### src/rtl/aaops_consts.svh
// Constants of the add and AND datapath slice: offsets, fields, resets.
// Assumes inclusion by bare name from the package and design modules.
`ifndef AAOPS_CONSTS_SVH
`define AAOPS_CONSTS_SVH

// ==========================================================
// Register byte offsets
`define AAOPS_OFF_INSTR 4'h0
`define AAOPS_OFF_ACC 4'h4
`define AAOPS_OFF_STATUS 4'h8

// ==========================================================
// Instruction word fields
`define AAOPS_OPC_HI 13
`define AAOPS_OPC_LO 8
`define AAOPS_TGT_BIT 7
`define AAOPS_FADDR_HI 6
`define AAOPS_IMM_HI 7

// ==========================================================
// Upper opcode patterns
`define AAOPS_OPC_ADD_IMM 5'h1F
`define AAOPS_OPC_AND_IMM 6'h39
`define AAOPS_OPC_ADD_REG 6'h07
`define AAOPS_OPC_AND_REG 6'h05

// ==========================================================
// Status register bit positions
`define AAOPS_ST_CARRY 0
`define AAOPS_ST_NIBBLE 1
`define AAOPS_ST_ZERO 2
`define AAOPS_ST_ILLEGAL 3

// ==========================================================
// Reset values and bus responses
`define AAOPS_RST_INSTR 14'h0000
`define AAOPS_RST_ACC 8'h00
`define AAOPS_RST_FLAGS 4'h0
`define AAOPS_RESP_OKAY 2'h0
`define AAOPS_RESP_SLVERR 2'h2

`endif

### src/rtl/aaops_pkg.sv
// Types shared by the add and AND datapath slice.
// Assumes the constants header sits in the include path.
package aaops_pkg;
  `include "aaops_consts.svh"

  // Operation selected by the upper opcode bits
  typedef enum logic [2:0] {
    AAOPS_OP_NONE = 3'h0,
    AAOPS_OP_ADD_IMM = 3'h1,
    AAOPS_OP_AND_IMM = 3'h2,
    AAOPS_OP_ADD_REG = 3'h3,
    AAOPS_OP_AND_REG = 3'h4
  } aaops_op_t;

  // Sequencer states, Gray along idle, execute, write back
  typedef enum logic [1:0] {
    AAOPS_ST_IDLE = 2'h0,
    AAOPS_ST_EXEC = 2'h1,
    AAOPS_ST_WBACK = 2'h3
  } aaops_state_t;
endpackage

### src/rtl/aaops_top.sv
// Add and AND execution slice with an AXI4-Lite register port.
// Assumes the file register memory sits outside and answers file_rdata
// combinationally for file_addr in the same cycle.
// ==========================================================
// Overview of operation
// - Add-immediate adds the byte to the accumulator; C, nibble carry, Z.
// - AND-immediate masks the accumulator with the byte; only Z changes.
// - Add-register sums accumulator and file register; C, nibble carry, Z.
// - AND-register masks accumulator with file register; only Z changes.
// - Target bit 0 puts the result in the accumulator only.
// - Target bit 1 writes the result back to the register only.
// - Register operand is a 7-bit address from the low instruction bits.
//
// Implementation choices: the AXI4-Lite interface to the registers and the register addresses.
`timescale 1ns/1ns
`include "aaops_consts.svh"
module aaops_top
#(
  parameter int ADDR_W = 4,
  parameter int FADDR_W = 7
) (
  // Clock and reset
  input wire logic aclk,
  input wire logic aresetn,
  // AXI4-Lite write address and data
  input wire logic [ADDR_W-1:0] s_axi_awaddr,
  input wire logic s_axi_awvalid,
  output logic s_axi_awready,
  input wire logic [31:0] s_axi_wdata,
  input wire logic [3:0] s_axi_wstrb,
  input wire logic s_axi_wvalid,
  output logic s_axi_wready,
  // AXI4-Lite write response
  output logic [1:0] s_axi_bresp,
  output logic s_axi_bvalid,
  input wire logic s_axi_bready,
  // AXI4-Lite read
  input wire logic [ADDR_W-1:0] s_axi_araddr,
  input wire logic s_axi_arvalid,
  output logic s_axi_arready,
  output logic [31:0] s_axi_rdata,
  output logic [1:0] s_axi_rresp,
  output logic s_axi_rvalid,
  input wire logic s_axi_rready,
  // File register memory port
  output logic [FADDR_W-1:0] file_addr,
  input wire logic [7:0] file_rdata,
  output logic [7:0] file_wdata,
  output logic file_we,
  // Execution state
  output logic busy
);
  import aaops_pkg::*;

  // ==========================================================
  // Decode
  // Upper opcode bits to operation
  function automatic aaops_op_t decode_op(input logic [13:0] iw);
    logic [5:0] opc;
    opc = iw[`AAOPS_OPC_HI:`AAOPS_OPC_LO];
    if (opc[5:1] == `AAOPS_OPC_ADD_IMM) begin
      decode_op = AAOPS_OP_ADD_IMM;
    end else if (opc == `AAOPS_OPC_AND_IMM) begin
      decode_op = AAOPS_OP_AND_IMM;
    end else if (opc == `AAOPS_OPC_ADD_REG) begin
      decode_op = AAOPS_OP_ADD_REG;
    end else if (opc == `AAOPS_OPC_AND_REG) begin
      decode_op = AAOPS_OP_AND_REG;
    end else begin
      decode_op = AAOPS_OP_NONE;
    end
  endfunction

  // Byte-lane merge of a write into a 32-bit image
  function automatic logic [31:0] merge_bytes(input logic [31:0] old,
      input logic [31:0] nw, input logic [3:0] strb);
    logic [31:0] res;
    res = old;
    for (int i = 0; i < 4; i++) begin
      if (strb[i]) begin
        res[8*i +: 8] = nw[8*i +: 8];
      end
    end
    merge_bytes = res;
  endfunction

  // ==========================================================
  // State
  aaops_state_t state_q, state_d;
  logic [13:0] instr_q, instr_d;
  logic [7:0] acc_q, acc_d;
  logic carry_q, carry_d;
  logic nibble_q, nibble_d;
  logic zero_q, zero_d;
  logic illegal_q, illegal_d;
  logic [7:0] wdata_q, wdata_d;
  logic we_q, we_d;
  logic bvalid_q, bvalid_d;
  logic [1:0] bresp_q, bresp_d;
  logic rvalid_q, rvalid_d;
  logic [1:0] rresp_q, rresp_d;
  logic [31:0] rdata_q, rdata_d;

  aaops_op_t cur_op;
  logic is_reg_op;
  logic is_add;
  logic [7:0] opb;
  logic [7:0] alu_res;
  logic alu_c;
  logic alu_dc;
  logic alu_z;
  logic wr_go;
  logic rd_go;
  logic [31:0] status_img;
  logic [31:0] st_new, instr_new;

  // ==========================================================
  // Datapath
  // Operation and operand selection
  always_comb begin
    cur_op = decode_op(instr_q);
    is_reg_op = (cur_op == AAOPS_OP_ADD_REG) || (cur_op == AAOPS_OP_AND_REG);
    is_add = (cur_op == AAOPS_OP_ADD_IMM) || (cur_op == AAOPS_OP_ADD_REG);
    opb = is_reg_op ? file_rdata : instr_q[`AAOPS_IMM_HI:0];
  end

  aaops_alu #(
    .WIDTH(8)
  ) u_alu (
    .opa(acc_q),
    .opb(opb),
    .do_add(is_add),
    .result(alu_res),
    .carry_out(alu_c),
    .low_nibble_outflow(alu_dc),
    .zero(alu_z)
  );

  // Status word as software sees it
  always_comb begin
    status_img = 32'h0000_0000;
    status_img[`AAOPS_ST_CARRY] = carry_q;
    status_img[`AAOPS_ST_NIBBLE] = nibble_q;
    status_img[`AAOPS_ST_ZERO] = zero_q;
    status_img[`AAOPS_ST_ILLEGAL] = illegal_q;
  end

  // ==========================================================
  // Bus handshakes
  // Write taken with both channels present, response slot free and sequencer idle
  assign wr_go = s_axi_awvalid && s_axi_wvalid && !bvalid_q &&
                 (state_q == AAOPS_ST_IDLE);
  assign rd_go = s_axi_arvalid && !rvalid_q;
  assign s_axi_awready = wr_go;
  assign s_axi_wready = wr_go;
  assign s_axi_arready = rd_go;

  // ==========================================================
  // Next-state logic
  always_comb begin
    state_d = state_q;
    instr_d = instr_q;
    acc_d = acc_q;
    carry_d = carry_q;
    nibble_d = nibble_q;
    zero_d = zero_q;
    illegal_d = illegal_q;
    wdata_d = wdata_q;
    we_d = 1'b0;
    bvalid_d = bvalid_q && !s_axi_bready;
    bresp_d = bresp_q;
    rvalid_d = rvalid_q && !s_axi_rready;
    rresp_d = rresp_q;
    rdata_d = rdata_q;
    st_new = merge_bytes(status_img, s_axi_wdata, s_axi_wstrb);
    instr_new = merge_bytes({18'h0, instr_q}, s_axi_wdata, s_axi_wstrb);

    // Register writes from the bus
    if (wr_go) begin
      bvalid_d = 1'b1;
      bresp_d = `AAOPS_RESP_OKAY;
      case (s_axi_awaddr)
        `AAOPS_OFF_INSTR: begin
          instr_d = instr_new[13:0];
          state_d = AAOPS_ST_EXEC;
        end
        `AAOPS_OFF_ACC: begin
          if (s_axi_wstrb[0]) begin
            acc_d = s_axi_wdata[7:0];
          end
        end
        `AAOPS_OFF_STATUS: begin
          carry_d = st_new[`AAOPS_ST_CARRY];
          nibble_d = st_new[`AAOPS_ST_NIBBLE];
          zero_d = st_new[`AAOPS_ST_ZERO];
          illegal_d = st_new[`AAOPS_ST_ILLEGAL];
        end
        default: begin
          bresp_d = `AAOPS_RESP_SLVERR;
        end
      endcase
    end

    // Instruction sequencing
    case (state_q)
      AAOPS_ST_IDLE: begin
        state_d = wr_go ? state_d : AAOPS_ST_IDLE;
      end
      AAOPS_ST_EXEC: begin
        state_d = AAOPS_ST_IDLE;
        if (cur_op == AAOPS_OP_NONE) begin
          illegal_d = 1'b1;
        end else begin
          zero_d = alu_z;
          if (is_add) begin
            carry_d = alu_c;
            nibble_d = alu_dc;
          end
          if (is_reg_op && instr_q[`AAOPS_TGT_BIT]) begin
            wdata_d = alu_res;
            we_d = 1'b1;
            state_d = AAOPS_ST_WBACK;
          end else begin
            acc_d = alu_res;
          end
        end
      end
      AAOPS_ST_WBACK: begin
        state_d = AAOPS_ST_IDLE;
      end
      default: begin
        state_d = AAOPS_ST_IDLE;
      end
    endcase

    // Register reads
    if (rd_go) begin
      rvalid_d = 1'b1;
      rresp_d = `AAOPS_RESP_OKAY;
      case (s_axi_araddr)
        `AAOPS_OFF_INSTR: rdata_d = {18'h0, instr_q};
        `AAOPS_OFF_ACC: rdata_d = {24'h0, acc_q};
        `AAOPS_OFF_STATUS: rdata_d = status_img;
        default: begin
          rdata_d = 32'h0000_0000;
          rresp_d = `AAOPS_RESP_SLVERR;
        end
      endcase
    end
  end

  // ==========================================================
  // Registers
  always_ff @(posedge aclk) begin
    if (!aresetn) begin
      state_q <= AAOPS_ST_IDLE;
      instr_q <= `AAOPS_RST_INSTR;
      acc_q <= `AAOPS_RST_ACC;
      {illegal_q, zero_q, nibble_q, carry_q} <= `AAOPS_RST_FLAGS;
      wdata_q <= 8'h00;
      we_q <= 1'b0;
      bvalid_q <= 1'b0;
      bresp_q <= `AAOPS_RESP_OKAY;
      rvalid_q <= 1'b0;
      rresp_q <= `AAOPS_RESP_OKAY;
      rdata_q <= 32'h0000_0000;
    end else begin
      state_q <= state_d;
      instr_q <= instr_d;
      acc_q <= acc_d;
      carry_q <= carry_d;
      nibble_q <= nibble_d;
      zero_q <= zero_d;
      illegal_q <= illegal_d;
      wdata_q <= wdata_d;
      we_q <= we_d;
      bvalid_q <= bvalid_d;
      bresp_q <= bresp_d;
      rvalid_q <= rvalid_d;
      rresp_q <= rresp_d;
      rdata_q <= rdata_d;
    end
  end

  // ==========================================================
  // Outputs
  // Register operand address from the low instruction bits
  assign file_addr = instr_q[`AAOPS_FADDR_HI:0];
  assign file_wdata = wdata_q;
  assign file_we = we_q;
  assign busy = (state_q != AAOPS_ST_IDLE);
  assign s_axi_bvalid = bvalid_q;
  assign s_axi_bresp = bresp_q;
  assign s_axi_rvalid = rvalid_q;
  assign s_axi_rresp = rresp_q;
  assign s_axi_rdata = rdata_q;
endmodule

### src/rtl/aaops_alu.sv
// Eight-bit adder and AND unit with carry, nibble carry and zero outputs.
// Assumes operands are stable in the cycle the result is sampled.
`timescale 1ns/1ns
module aaops_alu #(
  parameter int WIDTH = 8
) (
  // Operands and operation
  input wire logic [WIDTH-1:0] opa,
  input wire logic [WIDTH-1:0] opb,
  input wire logic do_add,
  // Result and flags
  output logic [WIDTH-1:0] result,
  output logic carry_out,
  output logic low_nibble_outflow,
  output logic zero
);
  logic [WIDTH:0] sum;
  logic [4:0] low_sum;

  // Full sum and low nibble sum
  always_comb begin
    sum = {1'b0, opa} + {1'b0, opb};
    low_sum = {1'b0, opa[3:0]} + {1'b0, opb[3:0]};
    result = do_add ? sum[WIDTH-1:0] : (opa & opb);
    carry_out = sum[WIDTH];
    low_nibble_outflow = low_sum[4];
    zero = (result == '0);
  end
endmodule

### config.mk
export PLATFORM = sky130hd
export DESIGN_NAME = aaops_top
export DESIGN_NICKNAME = d
export VERILOG_FILES = /design/src/rtl/aaops_pkg.sv /design/src/rtl/aaops_top.sv /design/src/rtl/aaops_alu.sv
export VERILOG_INCLUDE_DIRS = /design/src /design/src/rtl
export SDC_FILE = /design/constraint.sdc
export NUM_CORES = 1
export LEC_CHECK = 0
export ABC_AREA = 0
export BUFFER_PORTS_ARGS = -buffer_cell sky130_fd_sc_hd__buf_2
export CELL_PAD_IN_SITES_DETAIL_PLACEMENT = 1
export CELL_PAD_IN_SITES_GLOBAL_PLACEMENT = 1
export CORE_UTILIZATION = 30
export CTS_BUF_LIST = sky130_fd_sc_hd__clkbuf_4 sky130_fd_sc_hd__clkbuf_8
export DETAILED_ROUTE_END_ITERATION = 10
export PLACE_DENSITY = 0.65
export SLEW_MARGIN = 20
export SYNTH_ARGS = -nofsm -noshare
export SYNTH_HDL_FRONTEND = slang
export SYNTH_HIERARCHICAL = 1
export SYNTH_SLANG_ARGS = --single-unit
### constraint.sdc
create_clock -name aclk -period 3.7 [get_ports aclk]
set_input_delay 0 -clock aclk [delete_from_list [all_inputs] [get_ports aclk]]
set_output_delay 0 -clock aclk [all_outputs]
set_load 0.01 [all_outputs]
; ---- Yosys cells after proc, flatten, opt, wreduce, memory -nomap -nowiden
; Index checks and enable logic that the tools add are counted.
[classes]
add_sub_neg = 2
n_eq_ne = 13
n_mux = 42
bitwise_logic = 4
reduce_logical = 25
[op_table]
columns = op, n
row1 = 8-bit 2-to-1 mux, 8
row2 = 14-bit case mux with 3 select lines, 1
row3 = 1-bit 2-to-1 mux, 21
row4 = "6-bit by 3-bit equality test with 1-bit output, second input constant", 2
row5 = 2-bit 2-to-1 mux, 6
row6 = 3-bit 2-to-1 mux, 4
row7 = 8-bit by 8-bit adder with 9-bit output, 1
row8 = 3-bit AND reduction, 3
row9 = 3-bit OR reduction, 3
row10 = 8-bit AND, 1
row11 = "4-bit by 3-bit equality test with 1-bit output, second input constant", 2
row12 = "4-bit equality test, second input constant", 2
row13 = 4-bit logical NOT, 2
row14 = 8-bit logical NOT, 1
row15 = 1-bit logical AND, 7
row16 = "6-bit equality test, second input constant", 1
row17 = 4-bit by 4-bit adder with 5-bit output, 1
row18 = "5-bit equality test, second input constant", 1
row19 = 1-bit logical NOT, 4
row20 = 4-bit 2-to-1 mux, 1
row21 = 2-bit case mux with 2 select lines, 1
row22 = "3-bit by 1-bit equality test with 1-bit output, second input constant", 1
row23 = "3-bit by 2-bit equality test with 1-bit output, second input constant", 1
row24 = "3-bit equality test, second input constant", 1
row25 = 7 further kinds, 10
[word_totals]
ff_bits = 75
input_bits = 59
out_inout_bits = 58

; ---- Depth between registers and ports, before layout
; Gate-level depths: netlist of the first run.
[depth]
word_depth = 13
depth_mapped = 12

; ---- By module
; The synthesis of the first run kept the hierarchy.
[modules_own_cells]
columns = module, instances, cells_each, area_each_um2, seq_area_each_um2
row1 = aaops_top, 1, 275, 2703.8, 1101.1
row2 = aaops_alu, 1, 70, 533.0, 0.0

; ---- Worst setup path after synthesis of the first run
; Ideal clock, no wire load.
[synth_timing]
path_type = flip-flop to flip-flop
start = register instr_q[13]
end = register zero_q
setup_time_ns = 0.125
arrival_time_ns = 2.957
required_ns = 3.575
setup_slack_ns = 0.618
path_stages_with_launch = 13
n_path_buf = 1
synth_period_minus_slack_ns = 3.082
path_cell_list = dfxtp_1 > nor4b_4 > nand2_1 > buf_2 > mux2_2 > ha_1 > a211o_1 > a21o_1 > a311o_2 > o211ai_1 > nor4_2 > a211oi_1 > a211oi_1
[synth_via]
elab_chain_cells = 13
[synth_lines]
columns = element, line
row1 = "start, declared", aaops_top.sv:90  ; logic [13:0] instr_q, instr_d;
row2 = "start signal, assigned", aaops_top.sv:257  ; instr_q <= `AAOPS_RST_INSTR;
row3 = "start signal, assigned", aaops_top.sv:269  ; instr_q <= instr_d;
row4 = 6-bit by 3-bit equality test with 1-bit output (no line), n/a
row5 = 3-bit 2-to-1 mux, aaops_top.sv:67  ; end else if (opc == `AAOPS_OPC_AND_REG) begin
row6 = 3-bit 2-to-1 mux, aaops_top.sv:65  ; end else if (opc == `AAOPS_OPC_ADD_REG) begin
row7 = 3-bit 2-to-1 mux, aaops_top.sv:63  ; end else if (opc == `AAOPS_OPC_AND_IMM) begin
row8 = 3-bit 2-to-1 mux *, aaops_top.sv:61  ; if (opc[5:1] == `AAOPS_OPC_ADD_IMM) begin
row9 = 3-bit by 2-bit equality test with 1-bit output or 3-bit equality test (tied branches), aaops_top.sv:122  ; is_reg_op = (cur_op == AAOPS_OP_ADD_REG) || (cur_op == AAOPS_OP_AND_REG);
row10 = 1-bit logical OR *, aaops_top.sv:122
row11 = 8-bit 2-to-1 mux *, aaops_top.sv:124  ; opb = is_reg_op ? file_rdata : instr_q[`AAOPS_IMM_HI:0];
row12 = named net opb[1], aaops_top.sv:107  ; logic [7:0] opb;
row13 = 8-bit by 8-bit adder with 9-bit output *, aaops_alu.sv:22  ; sum = {1'b0, opa} + {1'b0, opb};
row14 = 8-bit 2-to-1 mux *, aaops_alu.sv:24  ; result = do_add ? sum[WIDTH-1:0] : (opa & opb);
row15 = named net alu_res[7], aaops_top.sv:108  ; logic [7:0] alu_res;
row16 = 8-bit logical NOT *, aaops_alu.sv:27  ; zero = (result == '0);
row17 = named net alu_z, aaops_top.sv:111  ; logic alu_z;
row18 = 1-bit 2-to-1 mux *, aaops_top.sv:211  ; if (cur_op == AAOPS_OP_NONE) begin
row19 = 1-bit 2-to-1 mux *, aaops_top.sv:205  ; case (state_q)
row20 = "end signal, assigned", aaops_top.sv:259  ; {illegal_q, zero_q, nibble_q, carry_q} <= `AAOPS_RST_FLAGS;
row21 = "end signal, assigned", aaops_top.sv:273  ; zero_q <= zero_d;
row22 = "end, declared", aaops_top.sv:94  ; logic zero_q, zero_d;
; Mark *: on every way through the listed nets, which the timed path passes. The rest lies on a longest branch.
; A chain may end at the register's enable or synchronous reset.

; ---- Final worst setup path of the first run
[layout_timing]
start = register instr_q[8]
end = register zero_q
[layout_via]
elab_chain_cells = 13
[layout_lines]
columns = element, line
row1 = 6-bit by 3-bit equality test with 1-bit output (no line), n/a
row2 = 3-bit 2-to-1 mux, aaops_top.sv:67
row3 = 3-bit 2-to-1 mux, aaops_top.sv:65
row4 = 3-bit 2-to-1 mux *, aaops_top.sv:63
row5 = 3-bit 2-to-1 mux *, aaops_top.sv:61
row6 = 3-bit by 2-bit equality test with 1-bit output or 3-bit equality test (tied branches), aaops_top.sv:122
row7 = 1-bit logical OR *, aaops_top.sv:122
row8 = 8-bit 2-to-1 mux *, aaops_top.sv:124
row9 = named net opb[1], aaops_top.sv:107
row10 = 8-bit by 8-bit adder with 9-bit output *, aaops_alu.sv:22
row11 = 8-bit 2-to-1 mux *, aaops_alu.sv:24
row12 = named net alu_res[7], aaops_top.sv:108
row13 = 8-bit logical NOT *, aaops_alu.sv:27
row14 = named net alu_z, aaops_top.sv:111
row15 = 1-bit 2-to-1 mux *, aaops_top.sv:211
row16 = 1-bit 2-to-1 mux *, aaops_top.sv:205
; Marked as above.

==> results of run 1 <==
[state kept, by name, indices dropped and copies added (netlist names)]
signal	flops
instr_q	14
s_axi_rdata	14
acc_q	8
file_wdata	8
state_q	2
carry_q	1
file_we	1
illegal_q	1
nibble_q	1
s_axi_bresp	1
s_axi_bvalid	1
s_axi_rresp	1
s_axi_rvalid	1
zero_q	1
[layout make-up]
type	instances	area, sq um
tap	136	170
timing repair buffer	99	593
fill	1234	6490
inverter	8	30.0
clock buffer	7	90.1
multi-input combinational	256	1880
sequential	55	1100
clock inverter	1	8.76
[worst max path at each step]
stage                            from  endpoint  slack, ps  cells past startpoint
after floorplan           instr_q[13]    zero_q        620                     12
after global placement    instr_q[13]    zero_q        500                     11
after detailed placement   instr_q[8]    zero_q        430                     11
after CTS                  instr_q[8]    zero_q        410                     11
after global routing       instr_q[8]    zero_q        200                     11
final                      instr_q[8]    zero_q        410                     11
[tightest hold or removal path, stage by stage]
cell and delay [ps]:
buf_2 110, mux2i_1 70, nor2_1 100
[routing by layer]
metal,global-route usage,vias to the layer above
met4,0.0486,0
met2,0.286,70
li1,-,1368
met3,0.0266,12
met5,0,-
met1,0.203,1325
[logic make-up (layout without fill, tap and decap cells)]
logic type | after synthesis | count (layout) | share of synthesized area
DFF | 55 | 55 | 0.340
adders and majority gates | 9 | 9 | 0.0348
xor gates and xnor gates | 3 | 3 | 0.00812
muxes | 52 | 52 | 0.165
and+or+nand+nor | 89 | 89 | 0.159
AOI/OAI and AO/OA | 83 | 83 | 0.192
other | 1 | 20 | 0.00116
buffers and inverters | 53 | 115 | 0.100
[power by group]
part / switching (mW) / internal [mW] / total, mW
sequential: 0.00359 / 0.596 / 0.600
clock: 0.200 / 0.161 / 0.361
combinational: 0.0566 / 0.0420 / 0.0986
[cells in the mapped netlist (all sizes together) (2+ instances only)]
| master | instances | area share |
|---|---|---|
| xnor2 | 3 | 0.0081 |
| o21ai | 7 | 0.011 |
| nor2 | 43 | 0.050 |
| nor4b | 3 | 0.013 |
| o21bai | 2 | 0.0046 |
| mux2 | 10 | 0.035 |
| a21oi | 18 | 0.028 |
| nand2b | 2 | 0.0039 |
| o2111ai | 2 | 0.0054 |
| nand4b | 5 | 0.018 |
| o2bb2ai | 4 | 0.011 |
| mux2i | 42 | 0.13 |
| a21o | 6 | 0.014 |
| a211o | 2 | 0.0054 |
| nor4 | 3 | 0.0077 |
| a31oi | 4 | 0.0077 |
| nand4 | 2 | 0.0039 |
| inv | 7 | 0.0081 |
| o211ai | 4 | 0.011 |
| a22oi | 10 | 0.023 |
| nand2 | 5 | 0.0058 |
| buf | 34 | 0.078 |
| a211oi | 15 | 0.047 |
| clkbuf | 11 | 0.013 |
| o21a | 3 | 0.0070 |
| or2 | 2 | 0.0039 |
| nand3 | 2 | 0.0031 |
| dfxtp | 55 | 0.34 |
| or3 | 2 | 0.0039 |
| ha | 9 | 0.035 |
| nor3 | 2 | 0.0046 |
| nor2b | 7 | 0.014 |
| and2 | 2 | 0.0039 |
| nor3b | 3 | 0.0070 |
| a2bb2oi | 4 | 0.011 |
[per-stage QoR]
step / instances / instance area, sq um / hold WS, ps / total power [mW]
floorplan: 364 / 3310 / 136 / 0.676
global placement: 538 / 3620 / 238 / 0.698
detailed placement: 538 / 3620 / 251 / 0.700
CTS: 562 / 3880 / 9.72 / 1.07
global route: 562 / 3880 / 6.84 / 1.10
finish: 562 / 3880 / 12.4 / 1.06
==> metrics.md, run 1 <==
| Metric | Value |
|---|---|
| Power density cells | 273 nW/um^2 |
| HPWL after detailed placement | 6.93 mm |
| Core Util, Final | 0.374 |
| Most frequent cells in the layout | buf_2 (76), dfxtp_1 (55), nor2_1 (43) |
| Worst hold endpoint | instr_q[2] |
| Die width | 106 microns |
| DR WL met2 | 4.33 mm |
| # IOs | 117 |
| Num CTS Buffers | 5 |
| Status | complete, no violations |
| PostCTS Resize Cnt | 0 |
| Htree depth | 2 |
| CP Buf/Inv Count | 0 |
| Share of cells above drive strength 1 | 0.284 |
| Ys Warns | 6 |
| Final Cycle Share | 0.888 |
| Setup_tns | 0 ps |
| Slack of the critical path | 413 ps |
| Seq/Total Area, Yosys | 0.340 |
| Max incr delay on CP | 430 ps |
| Slew Viols, Final | 0 |
| DR top layer | met4 |
| CTS tree | built |
| DRT iter0 DRCs | 78 |
| Average size of a mapped cell | 9.38 sq um |
| First-pass GRT wire length | 14.6 mm |
| Initial antenna violation count | 0 |
| Tmin final | 3290 ps |
| WHS Path Cells | 3 |
| Remaining DRCs | 0 |
| Std-Cell Rows | 37 |
| Aggregate global-route resource usage | 0.163 |
| # clock sinks | 55 |
| Crit end category | register |
| Hold wc startpoint | s_axi_wdata[2] |
| Wl on met1 | 4.08 mm |
| Slew headroom | 0.543 |
| Via count | 2775 |
| Hold Buf Count CTS | 16 |
| RSZ-0062 raised after global routing | no |
| First-pass detailed-route iteration total | 4 |
| Crit Path Class | reg2reg |
| Hold Path Class | in2reg |
| Reg-to-Reg Start | instr_q[8] |
| Met3 WL | 349 microns |
| Most used DFF post-synth | dfxtp_1 |
| Slowest stage cell, crit path | dfxtp_1 |
| # nets final | 493 |
| Worst-path maximum fanout | 7 |
| Postcts setup bufs | 0 |
| Global route overflow | 0 |
| Fin. Hold Viols | 0 |
| Critical Path AT | 3520 ps |
| Kind of cell adding the most delay to the critical path | compound AO/OA/AOI/OAI gates |
| Post-Syn Area | 3240 sq um |
| Syn Inst Count | 345 |
| Fin Clk Skew | 10.5 ps |
| Final ANT Viol Nets | 0 |
| Vias per cell | 4.94 |
| Total wire length | 8.93 mm |
| Post-synth EDFFs | 0 |
| CTS max path bufs | 2 |
| End of the worst register-to-register path | zero_q |
| Vias in the first global route | 2880 |
| Leak pwr | 1.98 nW |
| Starting Density | 0.312 |
| Worst slew pin tran | 682 ps |
| Synth async-reset ratio | 0 |
| Peak VDD IR | 0.000140 V |
| Clk pin slew, worst setup/hold paths | 100 ps |
| Ant diodes | 0 |
| Most common cell on crit path | a211oi_1 |
| Commonest non-fill, non-tap cell in the layout | buf_2 |
| Maximum clock rate | 0.304 GHz |
| PortBufs | 76 |
| Die Ht | 106 microns |
| Clk root buf | clkbuf_8 |
| MaxCap Viol Count | 0 |
| Synth Register Bits | 55 |
| Detailed-route wire length per cell | 15.9 microns |
| Place WS | 430 ps |
| Nature of the critical path startpoint | register |
| Area delta synth->final | 19.8% |
| Final setup fails | 0 |
| CP required | 3930 ps |
| Worst R2R Path Depth | 11 |
| R2R Setup Slk | 410 ps |
| Core ar. | 10400 sq um |
| Clk_lat worst skew | 310 ps |
| Distinct cells, synth | 56 |
| GP Congestion | 0.806 |
| Die area | 11200 sq um |
| Largest net degree at the start of global routing | 38 |
| Sequence of cells on the critical path | nor4b_4, nand2_1, mux2_2, ha_1, a211o_1, a21o_1, a31oi_1, o211ai_1, nor4_2, a211oi_1, a211oi_1 |
No activity file was read; power rests on OpenSTA's default activity.
==> run 2, diff against run 1 <==
--- a/config.mk
+++ b/config.mk
@@ -17,5 +17,4 @@
 export SLEW_MARGIN = 20
 export SYNTH_ARGS = -nofsm -noshare
 export SYNTH_HDL_FRONTEND = slang
-export SYNTH_HIERARCHICAL = 1
 export SYNTH_SLANG_ARGS = --single-unit
==> run 2 against run 1 <==
Area after synthesis is 0.66% lower. Combinational power hardly changed. Sequential power hardly changed. Via count is 1.4% lower. Fmax is 2.1% lower. Sequential share of layout area hardly changed. Non-clock buffer count stayed put.
==> metrics.md, run 2 <==
| Metric | Value |
|---|---|
| Die area | 11100 sq um |
| Post-synth EDFFs | 0 |
| Crit end category | register |
| Met2 usage | 0.281 |
| Starting Density | 0.310 |
| Slew headroom | 0.378 |
| Average size of a mapped cell | 9.03 sq um |
| Setup_tns | 0 ps |
| Ys Warns | 0 |
| Critical Path AT | 3590 ps |
| DRT iter0 DRCs | 83 |
| Largest net degree at the start of global routing | 33 |
| Share of cells above drive strength 1 | 0.255 |
| Met3 Usage GRT | 0.0260 |
| # IOs | 117 |
| RSZ-0062 raised after global routing | no |
| Fin Clk Skew | 5.85 ps |
| First-pass GRT wire length | 14.6 mm |
| Detailed-route wire length per cell | 15.5 microns |
| Global route overflow | 0 |
| Synth Register Bits | 55 |
| Final ANT Viol Nets | 0 |
| Core ar. | 10400 sq um |
| Clk root buf | clkbuf_8 |
| Distinct cells, synth | 54 |
| Num CTS Buffers | 5 |
| Remaining DRCs | 0 |
| Nature of the critical path startpoint | register |
| PortBufs | 76 |
| Core Util, Final | 0.373 |
| Area leader, netlist | dfxtp_1 |
| Multi-input gate area | 1890 sq um |
| CP required | 3940 ps |
| Post-route insts no fill | 575 |
| Die Ht | 106 microns |
| Hold Path Class | in2reg |
| Dpl cells | 549 |
| Initial antenna violation count | 0 |
| Final Cycle Share | 0.907 |
| Postcts setup bufs | 0 |
| GP Congestion | 0.800 |
| Fillers | 1266 |
| CTS tree | built |
| GR Layer Usage met1 | 0.217 |
| # clock sinks | 55 |
| Vias per cell | 4.76 |
| Tmin final | 3360 ps |
| Ant diodes | 0 |
| Post-Syn Area | 3220 sq um |
| Leak pwr | 1.85 nW |
| Aggregate global-route resource usage | 0.165 |
| Clk_lat worst skew | 320 ps |
| Synth async-reset ratio | 0 |
| Slew Viols, Final | 0 |
| Worst slew pin tran | 931 ps |
| Most used DFF post-synth | dfxtp_1 |
| Post-synth top cells | dfxtp_1 (55), nand2_1 (48), mux2i_1 (34) |
| # nets final | 506 |
| Maximum clock rate | 0.298 GHz |
| Area delta synth->final | 20.4% |
| Clk pin slew, worst setup/hold paths | 100 ps |
| Syn Inst Count | 356 |
| Vias in the first global route | 2787 |
| Most common cell in the netlist | dfxtp_1 |
| Die width | 106 microns |
| Seq/Total Area, Yosys | 0.342 |
| Htree depth | 2 |
| Fin. Hold Viols | 0 |
| Yosys top cell area share | 0.342 |
| Reg area | 1100 sq um |
| Worst-path maximum fanout | 8 |
| Via count | 2736 |
| Crit Path Class | reg2reg |
| Commonest non-fill, non-tap cell in the layout | buf_2 |
| Most frequent cells in the layout | buf_2 (76), dfxtp_1 (55), nand2_1 (47) |
| Total wire length | 8.90 mm |
| Synth area leaders | dfxtp_1 (34%), mux2i_1 (11%), buf_4 (7.0%) |
| CTS max path bufs | 2 |
| MaxCap Viol Count | 0 |
| Peak VDD IR | 0.000172 V |
| Status | complete, no violations |
| Power density cells | 277 nW/um^2 |
| HPWL after detailed placement | 6.83 mm |
| Std-Cell Rows | 37 |
| First-pass detailed-route iteration total | 4 |
| Final setup fails | 0 |
| Busiest layer in global routing | met2 |
-- run 2: cell count changes after synthesis, moves of 6 or more --
| cell | before | now |
|---|---|---|
| mux2i_1 | 42 | 34 |
| a21oi_1 | 18 | 5 |
| nor2b_1 | 7 | 25 |
| o21ai_0 | 6 | 19 |
| nand2_1 | 5 | 48 |
| and2_1 | 2 | 10 |
| a21boi_1 | 0 | 8 |
| nor2_1 | 43 | 12 |
| a211oi_2 | 8 | 0 |
| o211a_1 | 0 | 10 |
| a211oi_1 | 7 | 1 |
-- run 2: cell families (layout without fill, tap and decap cells) --
kind of cell / count (synthesis) / in the layout / synth area share
and+or+nand+nor: 128 / 128 / 0.222
AOI/OAI and AO/OA: 70 / 70 / 0.157
DFF: 55 / 55 / 0.342
adders and majority gates: 9 / 9 / 0.0374
xor gates and xnor gates: 4 / 4 / 0.0109
muxes: 43 / 43 / 0.137
buffers and inverters: 46 / 110 / 0.0918
other: 1 / 20 / 0.00117
-- run 2: power breakdown --
part / internal, mW / switching (mW)
logic: 0.0467 / 0.0549
registers: 0.596 / 0.00361
clock network: 0.162 / 0.211
-- run 2: path summary, 6_finish.rpt --
| check | depth (start not counted) | to | start | slack, ps |
|---|---|---|---|---|
| worst min-delay path | 3 | s_axi_rresp[1] | s_axi_araddr[0] | 8 |
| worst max-delay path | 11 | zero_q | instr_q[10] | 340 |
| worst min register to register | 2 | instr_q[5] | instr_q[5] | 500 |
| worst max register to register | 11 | zero_q | instr_q[10] | 340 |
-- run 2: repair_timing --
action                                  4_1_cts  5_1_grt
hold buffers                                 18        0
hold endpoints to repair                     17        0
endpoints found under the setup margin        0        1
gates resized for setup                       0        1
-- run 2: worst max-delay path, cell delays in order (launching register included) --
cell and delay (ps):
dfxtp_1 470, nor4b_4 340, nand2_2 220, mux2_2 320, ha_1 240, fa_1 420, nand3_1 120, and2_1 180
xor2_1 190, a31oi_1 100, or4_1 470, o31ai_1 200
-- run 2: metrics by stage --
step           area [sq um]  hold WS, ps  power (mW)  setup slack, ps
3_3_place_gp           3590          256       0.699              314
6_report               3870         8.34        1.07              344
5_1_grt                3870         60.1        1.12             65.7
4_1_cts                3870         13.2        1.09              203
2_1_floorplan          3290          139       0.676              673
3_5_place_dp           3590          271       0.701              246
-- run 2: routing by layer --
layer / wire length, microns / vias to the layer above
met4: 112 / 0
li1: - / 1368
met3: 345 / 11
met2: 4210 / 67
met1: 4230 / 1290
met5: 0 / -
-- run 2: final cells by class --
class,count,area share
flip-flops and latches,55,0.284
multi-input cells,274,0.489
well taps,136,0.0439
inverters,3,0.00291
repair buffers,99,0.154
clock inverters,1,0.00226
clock buffers,7,0.0233
